File: config.mk
export PLATFORM = sky130hd
export DESIGN_NAME = sdcd_device_flat
export DESIGN_NICKNAME = d
export VERILOG_FILES = /design/src/common/sdcd_pkg.sv /design/src/common/sdcd_if.sv /design/src/rtl/sdcd_device.sv /design/src/rtl/sdcd_decode.sv /design/src/flat_wrapper.sv
export SDC_FILE = /design/constraint.sdc
export NUM_CORES = 1
export LEC_CHECK = 0
export BUFFER_PORTS_ARGS = -buffer_cell sky130_fd_sc_hd__buf_2
export CAP_MARGIN = 5
export CORE_MARGIN = 2
export CORE_UTILIZATION = 50
export CTS_CLUSTER_DIAMETER = 200
export DETAILED_ROUTE_END_ITERATION = 10
export HOLD_SLACK_MARGIN = 0.1
export PLACE_DENSITY = 0.73
export SLEW_MARGIN = 20
export SYNTH_ARGS = -nofsm -noshare
export SYNTH_HDL_FRONTEND = slang
export SYNTH_SLANG_ARGS = --single-unit
File: constraint.sdc
create_clock -name CORE_CLK -period 2.8 [get_ports CORE_CLK]
set_input_delay 0.14 -clock CORE_CLK [delete_from_list [all_inputs] [get_ports CORE_CLK]]
set_output_delay 0.14 -clock CORE_CLK [all_outputs]
set_load 0.005 [all_outputs]
File: src/common/sdcd_pkg.sv
package sdcd_pkg;

   // ==========================================
   // Widths and field positions
   localparam int ADDR_W = 12;
   localparam int BANKS = 4;
   localparam int BANK_W = 2;
   localparam int AP_BIT = 10;
   localparam int BL_LSB = 0;
   localparam int BL_W = 3;
   localparam int BURST_W = 4;

   // ==========================================
   // Burst length codes and reset values
   localparam logic [BL_W-1:0] BL_FULL = 3'h7;
   localparam logic [BL_W-1:0] BL_RST = 3'h0;
   localparam logic [BANKS-1:0] BANKS_RST = 4'h0;
   localparam logic [BURST_W-1:0] BURST_RST = 4'h0;
   localparam logic [BURST_W-1:0] BURST_ONE = 4'h1;
   localparam logic [ADDR_W-1:0] ADDR_RST = 12'h000;

   // ==========================================
   // Commands and device modes
   typedef enum logic [3:0]
   {
      CMD_DESEL, CMD_NOP, CMD_ACT, CMD_PRE, CMD_READ,
      CMD_WRITE, CMD_BST, CMD_MRS, CMD_REF
   } sdcd_cmd_t;

   typedef enum logic [1:0]
   {
      MODE_NORMAL, MODE_SUSPEND, MODE_PDOWN, MODE_SREF
   } sdcd_mode_t;

   typedef struct packed
   {
      logic cs_n;
      logic ras_n;
      logic cas_n;
      logic we_n;
   } sdcd_pins_t;

   // Pin levels for each command
   function automatic sdcd_pins_t sdcd_encode(sdcd_cmd_t c);
      sdcd_pins_t p;
      p = 4'hF;
      unique case (c)
         CMD_DESEL: p = 4'hF;
         CMD_NOP: p = 4'h7;
         CMD_ACT: p = 4'h3;
         CMD_PRE: p = 4'h2;
         CMD_READ: p = 4'h5;
         CMD_WRITE: p = 4'h4;
         CMD_BST: p = 4'h6;
         CMD_MRS: p = 4'h0;
         CMD_REF: p = 4'h1;
         default: p = 4'hF;
      endcase
      return p;
   endfunction

   // Beats per burst code; full page reads as zero
   function automatic logic [BURST_W-1:0] sdcd_burst_len(logic [BL_W-1:0] code);
      logic [BURST_W-1:0] n;
      n = 4'h0;
      unique case (code)
         3'h0: n = 4'h1;
         3'h1: n = 4'h2;
         3'h2: n = 4'h4;
         3'h3: n = 4'h8;
         default: n = 4'h0;
      endcase
      return n;
   endfunction

endpackage

File: src/common/sdcd_if.sv
`timescale 1ns/1ps
interface sdcd_if;
   logic cs_n;
   logic ras_n;
   logic cas_n;
   logic we_n;
   logic cke;
   logic dqm;
   logic bank_select_low;
   logic bank_select_high;
   logic [sdcd_pkg::ADDR_W-1:0] addr;

   modport ctrl
   (
      output cs_n, ras_n, cas_n, we_n, cke, dqm,
      output bank_select_low, bank_select_high, addr
   );

   modport dev
   (
      input cs_n, ras_n, cas_n, we_n, cke, dqm,
      input bank_select_low, bank_select_high, addr
   );
endinterface

File: src/rtl/sdcd_device.sv
// What this block does
// - Low select, other strobes high means no-operation
// - No-operation lets a running burst finish
// - High select acts as no-operation
// - Controller drives clock enable as requested, one clock late
// - Clock enable low during burst, or bank active with a command, suspends
// - Suspend and resume each one clock late
// - Commands ignored while clock is suspended
// - All inputs except SYS_RST sampled on rising clock edge; SYS_RST resets asynchronously
// - Commands qualified by previous enable; refresh also by current
// - Read or write only to active bank
// - Burst stop legal only in full page
// - Enable falling with no-operation enters power-down
// - Power-down attempt during burst gives suspend
// - Enable rising with no-operation leaves power-down
// - Refresh with enable falling and all banks idle enters self-refresh
// - Suspend follows enable edges, inputs ignored
`timescale 1ns/1ps
module sdcd_device
(
   input wire logic CORE_CLK,
   input wire logic SYS_RST,
   sdcd_if.dev SD,
   output logic [sdcd_pkg::BANKS-1:0] BANK_OPEN,
   output logic BURST_BUSY,
   output logic SUSPENDED,
   output logic POWER_DOWN,
   output logic SELF_REFRESH,
   output logic WRITE_DATA_EN,
   output logic OUTPUT_EN,
   output logic ILLEGAL_CMD,
   output logic REFRESH_DONE,
   output sdcd_pkg::sdcd_cmd_t LAST_CMD
);

   // ==========================================
   // Command decode
   sdcd_pkg::sdcd_cmd_t cmd;
   logic nopish;
   logic [sdcd_pkg::BANK_W-1:0] bank_sel;
   logic ap;

   sdcd_decode u_decode
   (
      .cs_n(SD.cs_n),
      .ras_n(SD.ras_n),
      .cas_n(SD.cas_n),
      .we_n(SD.we_n),
      .cmd(cmd)
   );

   assign nopish = (cmd == sdcd_pkg::CMD_NOP) || (cmd == sdcd_pkg::CMD_DESEL);
   assign bank_sel = {SD.bank_select_high, SD.bank_select_low};
   assign ap = SD.addr[sdcd_pkg::AP_BIT];

   // ==========================================
   // State
   sdcd_pkg::sdcd_mode_t mode_r, mode_nxt;
   logic cke_prev_r, cke_prev_nxt;
   logic [sdcd_pkg::BANKS-1:0] bank_r, bank_nxt;
   logic [sdcd_pkg::BL_W-1:0] bl_r, bl_nxt;
   logic burst_r, burst_nxt;
   logic [sdcd_pkg::BURST_W-1:0] rem_r, rem_nxt;
   logic [sdcd_pkg::BANK_W-1:0] bbank_r, bbank_nxt;
   logic bwr_r, bwr_nxt;
   logic bap_r, bap_nxt;
   logic bfull_r, bfull_nxt;
   logic wde_r, wde_nxt;
   logic oen_r, oen_nxt;
   logic ill_r, ill_nxt;
   logic ref_r, ref_nxt;
   sdcd_pkg::sdcd_cmd_t last_r, last_nxt;

   logic accept;
   logic any_open;

   assign any_open = |bank_r;
   // Both enable samples high and clock running
   assign accept = (mode_r == sdcd_pkg::MODE_NORMAL) && cke_prev_r && SD.cke;

   // ==========================================
   // Next state
   always_comb
   begin
      mode_nxt = mode_r;
      cke_prev_nxt = SD.cke;
      bank_nxt = bank_r;
      bl_nxt = bl_r;
      burst_nxt = burst_r;
      rem_nxt = rem_r;
      bbank_nxt = bbank_r;
      bwr_nxt = bwr_r;
      bap_nxt = bap_r;
      bfull_nxt = bfull_r;
      ill_nxt = 1'b0;
      ref_nxt = 1'b0;
      last_nxt = last_r;

      // Fixed-length burst advances unless clock already suspended
      if (burst_r && !bfull_r && (mode_r != sdcd_pkg::MODE_SUSPEND))
      begin
         rem_nxt = rem_r - sdcd_pkg::BURST_ONE;
         if (rem_r == sdcd_pkg::BURST_ONE)
         begin
            burst_nxt = 1'b0;
            if (bap_r)
               bank_nxt[bbank_r] = 1'b0;
         end
      end

      if (accept || ((mode_r == sdcd_pkg::MODE_NORMAL) && cke_prev_r))
      begin
         last_nxt = cmd;
         unique case (cmd)
            sdcd_pkg::CMD_DESEL, sdcd_pkg::CMD_NOP:
            begin
               // Running burst left alone
            end
            sdcd_pkg::CMD_ACT:
               if (bank_r[bank_sel])
                  ill_nxt = 1'b1;
               else
                  bank_nxt[bank_sel] = 1'b1;
            sdcd_pkg::CMD_PRE:
               if (burst_r && bap_r)
                  ill_nxt = 1'b1;
               else if (ap)
               begin
                  bank_nxt = sdcd_pkg::BANKS_RST;
                  burst_nxt = 1'b0;
               end
               else
               begin
                  bank_nxt[bank_sel] = 1'b0;
                  if (bbank_r == bank_sel)
                     burst_nxt = 1'b0;
               end
            sdcd_pkg::CMD_READ, sdcd_pkg::CMD_WRITE:
               if (!bank_r[bank_sel] || (burst_r && bap_r) || (ap && (bl_r == sdcd_pkg::BL_FULL)))
                  ill_nxt = 1'b1;
               else
               begin
                  burst_nxt = 1'b1;
                  rem_nxt = sdcd_pkg::sdcd_burst_len(bl_r);
                  bbank_nxt = bank_sel;
                  bwr_nxt = (cmd == sdcd_pkg::CMD_WRITE);
                  bap_nxt = ap;
                  bfull_nxt = (bl_r == sdcd_pkg::BL_FULL);
               end
            sdcd_pkg::CMD_BST:
               if (burst_r && bfull_r)
                  burst_nxt = 1'b0;
               else
                  ill_nxt = 1'b1;
            sdcd_pkg::CMD_MRS:
               if (any_open)
                  ill_nxt = 1'b1;
               else
                  bl_nxt = SD.addr[sdcd_pkg::BL_LSB +: sdcd_pkg::BL_W];
            sdcd_pkg::CMD_REF:
               if (any_open)
                  ill_nxt = 1'b1;
               else if (SD.cke)
                  ref_nxt = 1'b1;
         endcase
      end

      // Clock enable edges against the previous sample
      unique case (mode_r)
         sdcd_pkg::MODE_NORMAL:
            if (cke_prev_r && !SD.cke)
            begin
               if (burst_r)
                  mode_nxt = sdcd_pkg::MODE_SUSPEND;
               else if (any_open)
                  mode_nxt = nopish ? sdcd_pkg::MODE_PDOWN : sdcd_pkg::MODE_SUSPEND;
               else if (cmd == sdcd_pkg::CMD_REF)
                  mode_nxt = sdcd_pkg::MODE_SREF;
               else if (nopish)
                  mode_nxt = sdcd_pkg::MODE_PDOWN;
            end
         sdcd_pkg::MODE_SUSPEND:
            if (!cke_prev_r && SD.cke)
               mode_nxt = sdcd_pkg::MODE_NORMAL;
         sdcd_pkg::MODE_PDOWN, sdcd_pkg::MODE_SREF:
            if (!cke_prev_r && SD.cke && nopish)
               mode_nxt = sdcd_pkg::MODE_NORMAL;
      endcase

      // Mask gates data paths of an active bank
      wde_nxt = burst_nxt && bwr_nxt && bank_nxt[bbank_nxt] && !SD.dqm
         && (mode_nxt == sdcd_pkg::MODE_NORMAL);
      oen_nxt = burst_nxt && !bwr_nxt && bank_nxt[bbank_nxt] && !SD.dqm
         && (mode_nxt == sdcd_pkg::MODE_NORMAL);
   end

   // ==========================================
   // Registers, sampled on rising edge only
   always_ff @(posedge CORE_CLK or posedge SYS_RST)
   begin
      if (SYS_RST)
      begin
         mode_r <= sdcd_pkg::MODE_NORMAL;
         cke_prev_r <= 1'b1;
         bank_r <= sdcd_pkg::BANKS_RST;
         bl_r <= sdcd_pkg::BL_RST;
         burst_r <= 1'b0;
         rem_r <= sdcd_pkg::BURST_RST;
         bbank_r <= '0;
         bwr_r <= 1'b0;
         bap_r <= 1'b0;
         bfull_r <= 1'b0;
         wde_r <= 1'b0;
         oen_r <= 1'b0;
         ill_r <= 1'b0;
         ref_r <= 1'b0;
         last_r <= sdcd_pkg::CMD_DESEL;
         SUSPENDED <= 1'b0;
         POWER_DOWN <= 1'b0;
         SELF_REFRESH <= 1'b0;
      end
      else
      begin
         mode_r <= mode_nxt;
         cke_prev_r <= cke_prev_nxt;
         bank_r <= bank_nxt;
         bl_r <= bl_nxt;
         burst_r <= burst_nxt;
         rem_r <= rem_nxt;
         bbank_r <= bbank_nxt;
         bwr_r <= bwr_nxt;
         bap_r <= bap_nxt;
         bfull_r <= bfull_nxt;
         wde_r <= wde_nxt;
         oen_r <= oen_nxt;
         ill_r <= ill_nxt;
         ref_r <= ref_nxt;
         last_r <= last_nxt;
         SUSPENDED <= (mode_nxt == sdcd_pkg::MODE_SUSPEND);
         POWER_DOWN <= (mode_nxt == sdcd_pkg::MODE_PDOWN);
         SELF_REFRESH <= (mode_nxt == sdcd_pkg::MODE_SREF);
      end
   end

   assign BANK_OPEN = bank_r;
   assign BURST_BUSY = burst_r;
   assign WRITE_DATA_EN = wde_r;
   assign OUTPUT_EN = oen_r;
   assign ILLEGAL_CMD = ill_r;
   assign REFRESH_DONE = ref_r;
   assign LAST_CMD = last_r;

endmodule

File: src/rtl/sdcd_decode.sv
`timescale 1ns/1ps
module sdcd_decode
(
   input wire logic cs_n,
   input wire logic ras_n,
   input wire logic cas_n,
   input wire logic we_n,
   output sdcd_pkg::sdcd_cmd_t cmd
);

   always_comb
   begin
      cmd = sdcd_pkg::CMD_DESEL;
      if (cs_n)
      begin
         cmd = sdcd_pkg::CMD_DESEL;
      end
      else
      begin
         unique case ({ras_n, cas_n, we_n})
            3'h7: cmd = sdcd_pkg::CMD_NOP;
            3'h3: cmd = sdcd_pkg::CMD_ACT;
            3'h2: cmd = sdcd_pkg::CMD_PRE;
            3'h5: cmd = sdcd_pkg::CMD_READ;
            3'h4: cmd = sdcd_pkg::CMD_WRITE;
            3'h6: cmd = sdcd_pkg::CMD_BST;
            3'h0: cmd = sdcd_pkg::CMD_MRS;
            3'h1: cmd = sdcd_pkg::CMD_REF;
         endcase
      end
   end

endmodule

File: src/flat_wrapper.sv
// flat-port wrapper written by rule: the top's interface ports become plain ports
module sdcd_device_flat 
  (CORE_CLK, SYS_RST, BANK_OPEN, BURST_BUSY, SUSPENDED, POWER_DOWN, SELF_REFRESH, WRITE_DATA_EN, OUTPUT_EN, ILLEGAL_CMD, REFRESH_DONE, LAST_CMD, SD_cs_n, SD_ras_n, SD_cas_n, SD_we_n, SD_cke, SD_dqm, SD_bank_select_low, SD_bank_select_high, SD_addr);
  sdcd_if SD_i ();
  input wire logic CORE_CLK;
  input wire logic SYS_RST;
  output logic [sdcd_pkg::BANKS-1:0] BANK_OPEN;
  output logic BURST_BUSY;
  output logic SUSPENDED;
  output logic POWER_DOWN;
  output logic SELF_REFRESH;
  output logic WRITE_DATA_EN;
  output logic OUTPUT_EN;
  output logic ILLEGAL_CMD;
  output logic REFRESH_DONE;
  output sdcd_pkg::sdcd_cmd_t LAST_CMD;
  input wire logic [$bits(SD_i.cs_n)-1:0] SD_cs_n;
  input wire logic [$bits(SD_i.ras_n)-1:0] SD_ras_n;
  input wire logic [$bits(SD_i.cas_n)-1:0] SD_cas_n;
  input wire logic [$bits(SD_i.we_n)-1:0] SD_we_n;
  input wire logic [$bits(SD_i.cke)-1:0] SD_cke;
  input wire logic [$bits(SD_i.dqm)-1:0] SD_dqm;
  input wire logic [$bits(SD_i.bank_select_low)-1:0] SD_bank_select_low;
  input wire logic [$bits(SD_i.bank_select_high)-1:0] SD_bank_select_high;
  input wire logic [$bits(SD_i.addr)-1:0] SD_addr;
  assign SD_i.cs_n = SD_cs_n;
  assign SD_i.ras_n = SD_ras_n;
  assign SD_i.cas_n = SD_cas_n;
  assign SD_i.we_n = SD_we_n;
  assign SD_i.cke = SD_cke;
  assign SD_i.dqm = SD_dqm;
  assign SD_i.bank_select_low = SD_bank_select_low;
  assign SD_i.bank_select_high = SD_bank_select_high;
  assign SD_i.addr = SD_addr;
  sdcd_device u_core (.CORE_CLK(CORE_CLK), .SYS_RST(SYS_RST), .SD(SD_i), .BANK_OPEN(BANK_OPEN), .BURST_BUSY(BURST_BUSY), .SUSPENDED(SUSPENDED), .POWER_DOWN(POWER_DOWN), .SELF_REFRESH(SELF_REFRESH), .WRITE_DATA_EN(WRITE_DATA_EN), .OUTPUT_EN(OUTPUT_EN), .ILLEGAL_CMD(ILLEGAL_CMD), .REFRESH_DONE(REFRESH_DONE), .LAST_CMD(LAST_CMD));
endmodule
Word-level counts from Yosys, hierarchy flattened
Memories as Yosys holds them, arrays and structs flattened.
Index checks and enable logic that the tools add are counted.
- $add $sub $neg: 1
- magnitude comparators: 5
- equal/unequal tests: 21
- mux-type cells: 57
- bitwise operators: 7
- reductions and logical operators: 40
- operators by type and width (cell ; count):
    4-bit 2-to-1 mux ; 12
    1-bit 2-to-1 mux ; 25
    2-bit 2-to-1 mux ; 11
    1-bit logical AND ; 20
    4-bit by 3-bit == test with 1-bit output (second input constant) ; 4
    4-bit case mux with 4 select lines ; 1
    2-bit by 3-bit < comparator with 1-bit output (second input constant) ; 3
    4-bit AND ; 2
    2-bit == test (second input constant) ; 4
    4-bit by 1-bit == test with 1-bit output (second input constant) ; 2
    4-bit by 2-bit == test with 1-bit output (second input constant) ; 2
    4-bit NOT ; 2
    4-bit case mux with 2 select lines ; 1
    3-bit by 2-bit == test with 1-bit output (second input constant) ; 2
    1-bit logical NOT ; 6
    2-bit case mux with 3 select lines ; 1
    3-bit AND reduction ; 2
    2-bit OR reduction ; 3
    1-bit case mux with 5 select lines ; 1
    1-bit binary-select mux with 2-bit select ; 2
    1-bit demux with 2-bit select ; 2
    2-bit by 1-bit == test with 1-bit output (second input constant) ; 2
    4-bit == test (second input constant) ; 1
    2-bit by 1-bit greater-or-equal comparator with 1-bit output (second input constant) ; 2
    other kinds (13) ; 18
- flip-flop bits (word level): 31
- memory bits (read-only): 32
- bits of input ports: 22
- output and inout port bits: 16
- word-level logic and storage cells: 150
- memories kept: 1
- memories (name ; words ; bits a word ; rd ports ; clocked after Yosys merged registers in ; wr ports ; RTL line ; source):
    (name not given) ; 8 ; 4 ; 1 ; 0 ; 0 ; sdcd_decode.sv:20 ; unique case ({ras_n, cas_n, we_n})

Logic depth before layout (Yosys ltp)
Gate-level depths: netlist of run 1.
- depth in word-level cells: 19
- mapped depth: 11
- gate-level depth less buffers: 9

Hierarchy
A second synthesis of run 1 with hierarchy kept.
- cells, all modules: 207
- area, all modules: 1916.8 µm²
- modules (own cells, without submodules) (module ; instances ; cells each ; area an instance (µm²) ; seq. area each (µm²)):
    sdcd_device ; 1 ; 193 ; 1811.7 ; 777.0
    sdcd_decode ; 1 ; 14 ; 105.1 ; 0.0

Least setup slack after synthesis of run 1
Ideal clock, no wire load.
- path type: register to register
- from: register u_core.bank_r (netlist bit u_core.BANK_OPEN[2])
- to: register u_core.wde_r (netlist: u_core.WRITE_DATA_EN)
- setup time: 80 ps
- data arrival time: 1987 ps
- required time: 2720 ps
- setup slack: 733 ps
- cell stages (with the launch flop): 8
- path buffers: 0
- clock period less this slack: 2067 ps
- cells stage by stage: dfrtp_1 > nor4_4 > nor3_1 > a2111oi_2 > o21ai_2 > a2111oi_4 > o211ai_2 > nor3b_2
- elaborated cells between the ends (all ways): 37
- classes of those cells: mux: 25; bitwise: 3; reduce/logical: 9
- RTL lines (what ; RTL line ; source):
    start: declaration ; sdcd_device.sv:60 ; logic [sdcd_pkg::BANKS-1:0] bank_r, bank_nxt;
    start signal: assignment ; sdcd_device.sv:205 ; bank_r <= sdcd_pkg::BANKS_RST;
    start signal: assignment ; sdcd_device.sv:226 ; bank_r <= bank_nxt;
    4-bit OR reduction ; sdcd_device.sv:77 ; assign any_open = |bank_r;
    2-bit 2-to-1 mux ; sdcd_device.sv:175 ; else if (any_open)
    2-bit 2-to-1 mux ; sdcd_device.sv:173 ; if (burst_r)
    2-bit 2-to-1 mux ; sdcd_device.sv:171 ; if (cke_prev_r && !SD.cke)
    2-bit case mux with 3 select lines ; sdcd_device.sv:169 ; unique case (mode_r)
    net u_core.mode_nxt[0] ; sdcd_device.sv:58 ; sdcd_pkg::sdcd_mode_t mode_r, mode_nxt;
    2-bit logical NOT ; sdcd_device.sv:192 ; && (mode_nxt == sdcd_pkg::MODE_NORMAL);
    1-bit logical AND ; sdcd_device.sv:192 ;
    net u_core.wde_nxt ; sdcd_device.sv:68 ; logic wde_r, wde_nxt;
    end signal: assignment ; sdcd_device.sv:234 ; wde_r <= wde_nxt;
    end: declaration ; sdcd_device.sv:68 ;
The timed path passes the listed nets, and every way through them passes these cells. The select of a mux whose other input is x is not followed.
A chain may end at the register's enable or synchronous reset.

Final worst setup path of run 1
Same ends and word-level chain as after synthesis.

==> results.toml, run 1 <==
[sta]
tightest_slew_ns = 0.677
period_share = 0.869
setup_tns_ns = 0
max_slew_margin = 0.545
rsz0062_at_grt = "no"
clock_skew_ns = 0.00605
setup_viol = 0
hold_violations = 0
fin_crit_ns = 2.43
max_freq_mhz = 411
drv_slew = 0

[status]
status = "finished clean"

[floorplan]
die-width_um = 66.4
num_rows = 22
die_h_um = 66.4
boundaryPins = 38
dieArea_mm2 = 0.00441
initial_core_util = 0.524
core_area_mm2 = 0.00372

[drt]
via_count = 1626
ant_nets = 0
first_iter_violations = 118
drc = 0
wire_per_inst_um = 14.3
viasPerCell = 5.55
first_pass_iters = 4
totalWireLength_mm = 4.19

[clock_network]
root_buffer = "clkbuf_8"
insertion_delay_ns = 0.27
post-cts-setup-buffers = 0
cts_tree = "yes"
htreeDepth = 2
cts.repair.resized = 0
path_clk_slew_ns = 0.07
cts.sinks = 31
postCtsHoldBufs = 5
numCtsBuffers = 5
cts_max_path_buffers = 2

[placed_design]
dpl.cell_count = 280
gp_congestion = 0.877
dp_hpwl_mm = 3.02
port_buffers = 29

[setup_path]
critPathKind = "reg -> reg"
arrival_ns = 2.62
reg2reg_from = "u_core.BANK_OPEN[2]"
startpoint = "u_core.BANK_OPEN[2]"
worstPathMaxFanout = 6
start_kind = "register"
crit_path_end_kind = "register"
required_ns = 2.99

[pwr]
p_sw_mw = 0.625
switching_share = 0.377
vdd_drop_max_mv = 0.436
p_leak_nw = 0.980
power_density_mw_per_mm2 = 736
combinationalPowerShare = 0.355
p_seq_frac = 0.448
internal-power_mw = 1.03
power.share.clock = 0.197

[yosys]
synthArstFlopShare = 1.00
seq_area_frac_synth = 0.399
ys.flop_type = "dfrtp_1"
yosysWarnings = 0
synth.avg_cell_area_um2 = 9.37
synthCells = 208
synthDistinctLibCells = 57
synth.cell_area_mm2 = 0.00195
synth_edf_count = 0
synth.net_count = 236
ys_ff_latch = 31

[worst_hold_path]
hold_class = "in -> reg"
worst_hold_startpoint = "SD_addr[10]"

[grt]
grt_first_pass_wirelength_mm = 6.91
grt_max_degree = 32
antenna_found_initial = 0
grtUsageTotal = 0.206
overflow = 0
grt_pass1_vias = 1474

[job]
cap_viol_max_count = 0

[cells_and_area]
stdcell_count = 293
finish.utilization = 0.606
syn2layout_area_growth_pct = 15.6
drive_gt1_frac = 0.233
n_antenna_cell = 0
nets = 272
[registers in the layout (all words and copies together), names as in the netlist]
register,cells
u_core.BANK_OPEN,4
u_core.BURST_BUSY,1
u_core.ILLEGAL_CMD,1
u_core.LAST_CMD,4
u_core.OUTPUT_EN,1
u_core.POWER_DOWN,1
u_core.REFRESH_DONE,1
u_core.SELF_REFRESH,1
u_core.SUSPENDED,1
u_core.WRITE_DATA_EN,1
u_core.bap_r,1
u_core.bbank_r,2
u_core.bfull_r,1
u_core.bl_r,3
u_core.bwr_r,1
u_core.cke_prev_r,1
u_core.mode_r,2
u_core.rem_r,4
[power groups by stage]
stage / Clock, mW / Combinational (mW) / Sequential [mW]
6_report: 0.327 / 0.588 / 0.743
5_1_grt: 0.362 / 0.660 / 0.769
4_1_cts: 0.336 / 0.593 / 0.742
3_5_place_dp: 0 / 0.582 / 0.748
3_3_place_gp: 0 / 0.572 / 0.746
2_1_floorplan: 0 / 0.431 / 0.722
[metal layers]
layer  global-route usage  part of all wire
met1                0.282              0.48
met2                0.330              0.48
met3               0.0409             0.033
met4               0.0612            0.0055
met5                    0                 0
[path summary, 6_finish.rpt]
path | depth (start not counted) | slack, ns | endpoint
setup / recovery | 7 | 0.37 | u_core.WRITE_DATA_EN
min in group asynchronous | 4 | 0.48 | u_core.bl_r[1]
max in group asynchronous | 4 | 2.01 | u_core.cke_prev_r
hold / removal | 3 | 0.15 | u_core.bap_r
setup reg to reg | 7 | 0.37 | u_core.WRITE_DATA_EN
hold reg to reg | 2 | 0.47 | u_core.LAST_CMD[3]
[per-stage QoR]
stage	hold WS, ns	total power [mW]	cell area [um^2]	setup slack, ns
detailed placement	0.252	1.33	2120	0.341
global route	0.176	1.79	2250	0.285
floorplan	0.144	1.15	1950	0.733
global placement	0.233	1.32	2120	0.419
finish	0.151	1.66	2250	0.367
CTS	0.149	1.67	2250	0.377
[cells by family after synthesis]
group	count (synthesis)	synth area share
compound gates	47	0.185
fa+ha+maj	6	0.0385
flops	31	0.399
simple gates	98	0.281
xor+xnor	5	0.0225
buf+inv	17	0.0456
mux	4	0.0289
[critical path, cell delays in order (launching register included)]
cell and delay (ns):
dfrtp_1 0.46, nor4_4 0.40, nor3_1 0.11, a2111oi_2 0.39, o21ai_2 0.15, a2111oi_4 0.42
o211ai_2 0.18, nor3b_2 0.23
[cell type report]
| cell class | instances | area, um^2 |
|---|---|---|
| inverter | 9 | 33.8 |
| clock inverter | 1 | 5.00 |
| multi-input combinational | 160 | 1080 |
| tap | 48 | 60.1 |
| sequential | 31 | 777 |
| timing repair buffer | 37 | 218 |
| fill | 345 | 1460 |
| clock buffer | 7 | 76.3 |
[layout by cell type (no fill, tap or decap), drive strengths merged, types with 3 or more instances in the layout]
cell type,netlist,layout
nand3,6,6
nand4,6,6
dlygate4sd3,0,5
buf,5,32
nor2,17,17
mux2,3,3
nor3,12,12
inv,9,9
ha,6,6
dfrtp,30,30
o21ai,16,16
o31ai,5,5
xnor2,3,3
a21oi,6,6
clkbuf,3,7
o311ai,3,3
nand2,28,28
or3,3,3
nand2b,10,10
[synthesized netlist by cell type, types with 3 or more instances]
library cell | number | area [um^2]
xnor2_1 | 3 | 26.3
o21ai_0 | 15 | 75.1
nor2_1 | 17 | 63.8
nand2b_1 | 10 | 62.6
mux2_2 | 3 | 33.8
o311ai_0 | 3 | 26.3
nand2_1 | 28 | 105
nand4_1 | 6 | 37.5
dfrtp_1 | 30 | 751
inv_1 | 9 | 33.8
nand3_1 | 6 | 30.0
nor3_1 | 10 | 50.1
a21oi_1 | 6 | 30.0
ha_1 | 6 | 75.1
o31ai_1 | 5 | 37.5
No activity file was read; power rests on OpenSTA's default activity.
==> run 2: changes to the inputs <==
==> constraint.sdc (replaced) <==
create_clock -name CORE_CLK -period 3.1 [get_ports CORE_CLK]
set_input_delay 0.155 -clock CORE_CLK [delete_from_list [all_inputs] [get_ports CORE_CLK]]
set_output_delay 0.155 -clock CORE_CLK [all_outputs]
set_load 0.005 [all_outputs]
==> run 2 against run 1 <==
Compared with the run above:
- largest cell class unchanged
- sequential cell count stayed put
- routed wire length is 1.2% higher
- sequential share of layout area is 0.11 points lower
- via count is 2.6% higher
- clock power is 5% lower
- total power is 8.7% lower
- highest routed layer unchanged
- critical path type unchanged
- critical path depth is 2 lower
- critical endpoint unchanged
==> results.toml, run 2 (same netlist as run 1, synthesis figures left out) <==
[status]
status = "finished clean"

[pwr]
internal-power_mw = 0.931
p_seq_frac = 0.444
power_density_mw_per_mm2 = 670
power.share.clock = 0.206
vdd_drop_max_mv = 0.391
combinationalPowerShare = 0.350
switching_share = 0.385
p_leak_nw = 0.978
p_sw_mw = 0.583

[sta]
fin_crit_ns = 2.39
period_share = 0.771
hold_violations = 0
hold_slack_ns = 0.156
clock_skew_ns = 0.00524
tightest_slew_ns = 0.628
max_freq_mhz = 419
max_slew_margin = 0.577
drv_slew = 0
setup_viol = 0
timing.final.ws_setup_ns = 0.711
setup_tns_ns = 0
rsz0062_at_grt = "no"

[setup_path]
critPathKind = "reg -> reg"
required_ns = 3.30
start_kind = "register"
arrival_ns = 2.59
crit_path_end_kind = "register"
reg2reg_slack_ns = 0.71
worstPathMaxFanout = 14
ff2ff_path_depth = 5

[drt]
via_count = 1669
first_pass_iters = 4
wire_per_inst_um = 14.5
viasPerCell = 5.70
drc = 0
ant_nets = 0
totalWireLength_mm = 4.24
first_iter_violations = 91

[cells_and_area]
syn2layout_area_growth_pct = 16.0
final_common_cell = "dfrtp_1"
num-fill-cells = 323
layout_common_cells = "30 x dfrtp_1, 29 x buf_2, 28 x nand2_1"
finish.utilization = 0.608
n_antenna_cell = 0
drive_gt1_frac = 0.241
nets = 272
stdcell_area_mm2 = 0.00226

[job]
cap_viol_max_count = 0

[grt]
grtUsageTotal = 0.216
grt_first_pass_wirelength_mm = 7.25
grt_max_degree = 32
overflow = 0
grt_pass1_vias = 1558
antenna_found_initial = 0

[clock_network]
numCtsBuffers = 5
post-cts-setup-buffers = 0
cts_max_path_buffers = 2
path_clk_slew_ns = 0.07
htreeDepth = 2
cts.sinks = 31
insertion_delay_ns = 0.29
cts_tree = "yes"
root_buffer = "clkbuf_8"

[floorplan]
die_h_um = 66.4
dieArea_mm2 = 0.00441
boundaryPins = 38
die-width_um = 66.4
initial_core_util = 0.524
num_rows = 22
core_area_mm2 = 0.00372

[worst_hold_path]
hold_depth = 3
hold_class = "in -> reg"

[placed_design]
dp_hpwl_mm = 3.06
gp_congestion = 0.822
dpl_cell_area_mm2 = 0.00212
port_buffers = 29
pre_cts_ws_ns = 0.657
[run 2: worst max-delay path, stage by stage, from the launching register on]
cell	delay, ns
dfstp_2	0.54
or3b_4	0.48
or3_4	0.52
a2111oi_4	0.39
o211ai_2	0.17
nor3b_2	0.21
[run 2: cell type report]
cell class | instances | area, um^2 | share of cell area
Clock buffer | 5 | 68.8 | 0.0305
Clock inverter | 3 | 20.0 | 0.00886
Inverter | 9 | 33.8 | 0.0150
Multi-Input combinational cell | 160 | 1080 | 0.479
Sequential cell | 31 | 777 | 0.344
Tap cell | 48 | 60.1 | 0.0266
Timing Repair Buffer | 37 | 218 | 0.0963
[run 2: power by group through the flow]
stage          Sequential [mW]  Combinational (mW)  Clock (mW)
2_1_floorplan            0.652               0.389           0
4_1_cts                  0.670               0.534       0.325
3_5_place_dp             0.678               0.527           0
3_3_place_gp             0.674               0.516           0
5_1_grt                  0.698               0.596       0.339
6_report                 0.672               0.531       0.312
[run 2: worst paths after layout]
path,startpoint,end
worst max-delay path,u_core.cke_prev_r,u_core.WRITE_DATA_EN
worst min-delay path,SD_addr[10],u_core.bap_r
worst max register to register,u_core.cke_prev_r,u_core.WRITE_DATA_EN
worst min register to register,u_core.LAST_CMD[2],u_core.LAST_CMD[2]
max in group asynchronous,SYS_RST,u_core.cke_prev_r
min in group asynchronous,SYS_RST,u_core.REFRESH_DONE
[run 2: metal layers]
layer  GRT usage  wire length, um  vias to the layer above
li1            -                -                      827
met1       0.288             2030                      794
met2       0.348             1980                       39
met3      0.0511              172                        9
met4      0.0663               45                        0
met5           0                0                        -
[run 2: per-stage QoR]
step | cells | total power, mW
after CTS | 293 | 1.53
after floorplan | 208 | 1.04
final | 293 | 1.51
after detailed placement | 280 | 1.20
after global placement | 280 | 1.19
after global routing | 293 | 1.63
[run 2: timing repair]
| action | 4_1_cts | 5_1_grt |
|---|---|---|
| endpoints found under the hold margin | 34 | 0 |
| hold buffers | 5 | 0 |
| resized for setup | 0 | 0 |
==> run 3: changes to the inputs <==
--- a/config.mk
+++ b/config.mk
@@ -12,7 +12,7 @@
 export CTS_CLUSTER_DIAMETER = 200
 export DETAILED_ROUTE_END_ITERATION = 10
 export HOLD_SLACK_MARGIN = 0.1
-export PLACE_DENSITY = 0.73
+export PLACE_DENSITY = 0.76
 export SLEW_MARGIN = 20
 export SYNTH_ARGS = -nofsm -noshare
 export SYNTH_HDL_FRONTEND = slang
==> constraint.sdc (replaced) <==
create_clock -name CORE_CLK -period 2.15 [get_ports CORE_CLK]
set_input_delay 0.1075 -clock CORE_CLK [delete_from_list [all_inputs] [get_ports CORE_CLK]]
set_output_delay 0.1075 -clock CORE_CLK [all_outputs]
set_load 0.005 [all_outputs]
==> run 3 against run 2 <==
Compared with the run above:
- the flow now finishes with violations (setup timing)
- final cell count up 13%
- die area unchanged
- sequential cell count did not move
- final area up 15%
- global-route usage increased by 3.8 points
==> results.toml, run 3 (same netlist as run 1, synthesis figures left out) <==
[status]
status = "complete, but fails checks"
failed_checks = "setup timing"

[clock_network]
path_clk_slew_ns = 0.07
numCtsBuffers = 5
cts_tree = "yes"
insertion_delay_ns = 0.29
root_buffer = "clkbuf_8"
cts.sinks = 31
cts_max_path_buffers = 2
htreeDepth = 2

[cells_and_area]
final_common_cell = "buf_4"
drive_gt1_frac = 0.367
num-fill-cells = 284
stdcell_count = 331
multiInputGateArea_mm2 = 0.00112
nets = 311
finish.utilization = 0.699
stdcell_area_mm2 = 0.00260
n_antenna_cell = 0
layout_common_cells = "40 x buf_4, 30 x dfrtp_1, 29 x buf_2"
syn2layout_area_growth_pct = 33.3
regArea_um2 = 777

[sta]
timing.final.ws_setup_ns = -0.0722
hold_violations = 0
max_freq_mhz = 450
rsz0062_at_grt = "yes"
setup_viol = 2
period_share = 1.03
fin_crit_ns = 2.22
clock_skew_ns = 0.00818
drv_slew = 0
tightest_slew_ns = 0.582
max_slew_margin = 0.608

[grt]
grt_pass1_vias = 1806
antenna_found_initial = 0
overflow = 0
grt_max_degree = 32
grt_first_pass_wirelength_mm = 8.31
grtUsageTotal = 0.255

[drt]
drc = 0
totalWireLength_mm = 5.08
first_iter_violations = 119
first_pass_iters = 5
wire_per_inst_um = 15.4
viasPerCell = 5.80
ant_nets = 0
via_count = 1919

[pwr]
power_density_mw_per_mm2 = 942
p_seq_frac = 0.382
switching_share = 0.371
combinationalPowerShare = 0.427
p_sw_mw = 0.906
internal-power_mw = 1.54
power.share.clock = 0.191
p_leak_nw = 1.20
vdd_drop_max_mv = 0.663

[floorplan]
die_h_um = 66.4
initial_core_util = 0.524
die-width_um = 66.4
core_area_mm2 = 0.00372
num_rows = 22
boundaryPins = 38
dieArea_mm2 = 0.00441

[worst_hold_path]
hold_depth = 4
hold_class = "in -> reg"

[setup_path]
critPathKind = "reg -> reg"
worstPathMaxFanout = 6
required_ns = 2.33
crit_path_end_kind = "register"
ff2ff_path_depth = 8
start_kind = "register"
arrival_ns = 2.40

[job]
cap_viol_max_count = 0

[placed_design]
dp_hpwl_mm = 3.59
gp_congestion = 0.893
port_buffers = 29
dpl.cell_count = 313
dpl_cell_area_mm2 = 0.00237
run 3: cell count changes in the layout (fill, tap and decap cells not counted), moves of 2 or more:
cell,change
dlygate4sd3_1,+2
clkinvlp_4,-2
o311ai_0,-2
buf_4,+37
o31ai_1,-3
o31ai_2,+3
run 3: per-stage QoR:
stage	total power [mW]	setup TNS, ns	worst slack, ns	hold WS, ns
after floorplan	1.50	0	0.0829	0.112
after global placement	1.88	-0.0923	-0.0621	0.204
after detailed placement	1.91	-0.232	-0.138	0.210
after CTS	2.42	-0.175	-0.0922	0.129
after global routing	2.61	-0.265	-0.134	0.130
final	2.45	-0.142	-0.0722	0.129
run 3: cell type report:
class,instances,share of cell area
inverters,9,0.0130
well taps,48,0.0231
clock buffers,6,0.0318
flip-flops and latches,31,0.299
repair buffers,76,0.198
clock inverters,1,0.00193
multi-input cells,160,0.433
run 3: path summary, 6_finish.rpt:
check,startpoint,to,slack (ns)
worst max-delay path,u_core.cke_prev_r,u_core.WRITE_DATA_EN,-0.07
worst min-delay path,SD_dqm,u_core.OUTPUT_EN,0.13
worst max register to register,u_core.cke_prev_r,u_core.WRITE_DATA_EN,-0.07
worst min register to register,u_core.LAST_CMD[0],u_core.LAST_CMD[0],0.48
max in group asynchronous,SYS_RST,u_core.cke_prev_r,1.38
min in group asynchronous,SYS_RST,u_core.BURST_BUSY,0.44
run 3: power groups by stage:
stage	clock, mW	combinational (mW)	sequential, mW
CTS	0.470	1.02	0.929
finish	0.468	1.04	0.933
floorplan	0	0.561	0.940
global route	0.496	1.16	0.958
global placement	0	0.951	0.926
detailed placement	0	0.972	0.938
run 3: what timing repair did:
item,in CTS,in global routing
hold endpoints to repair,36,0
setup endpoints to repair,2,4
pin swaps,5,4
hold buffers,7,0
setup buffers,3,1
gates resized for setup,7,4
run 3: layer usage:
layer | part of all wire | routed length, um | GRT usage
met5 | 0 | 0 | 0
met2 | 0.50 | 2550 | 0.436
met4 | 0.027 | 136 | 0.0969
met3 | 0.067 | 338 | 0.0750
met1 | 0.41 | 2060 | 0.298
run 3: worst max-delay path, cell delays in order (launching register included):
cell and delay [ns]:
dfstp_2 0.54, or3b_4 0.42, a211oi_4 0.32, buf_4 0.19, nand4_1 0.07, a32o_2 0.23
o21bai_1 0.16, o211ai_2 0.10, nor3b_2 0.07
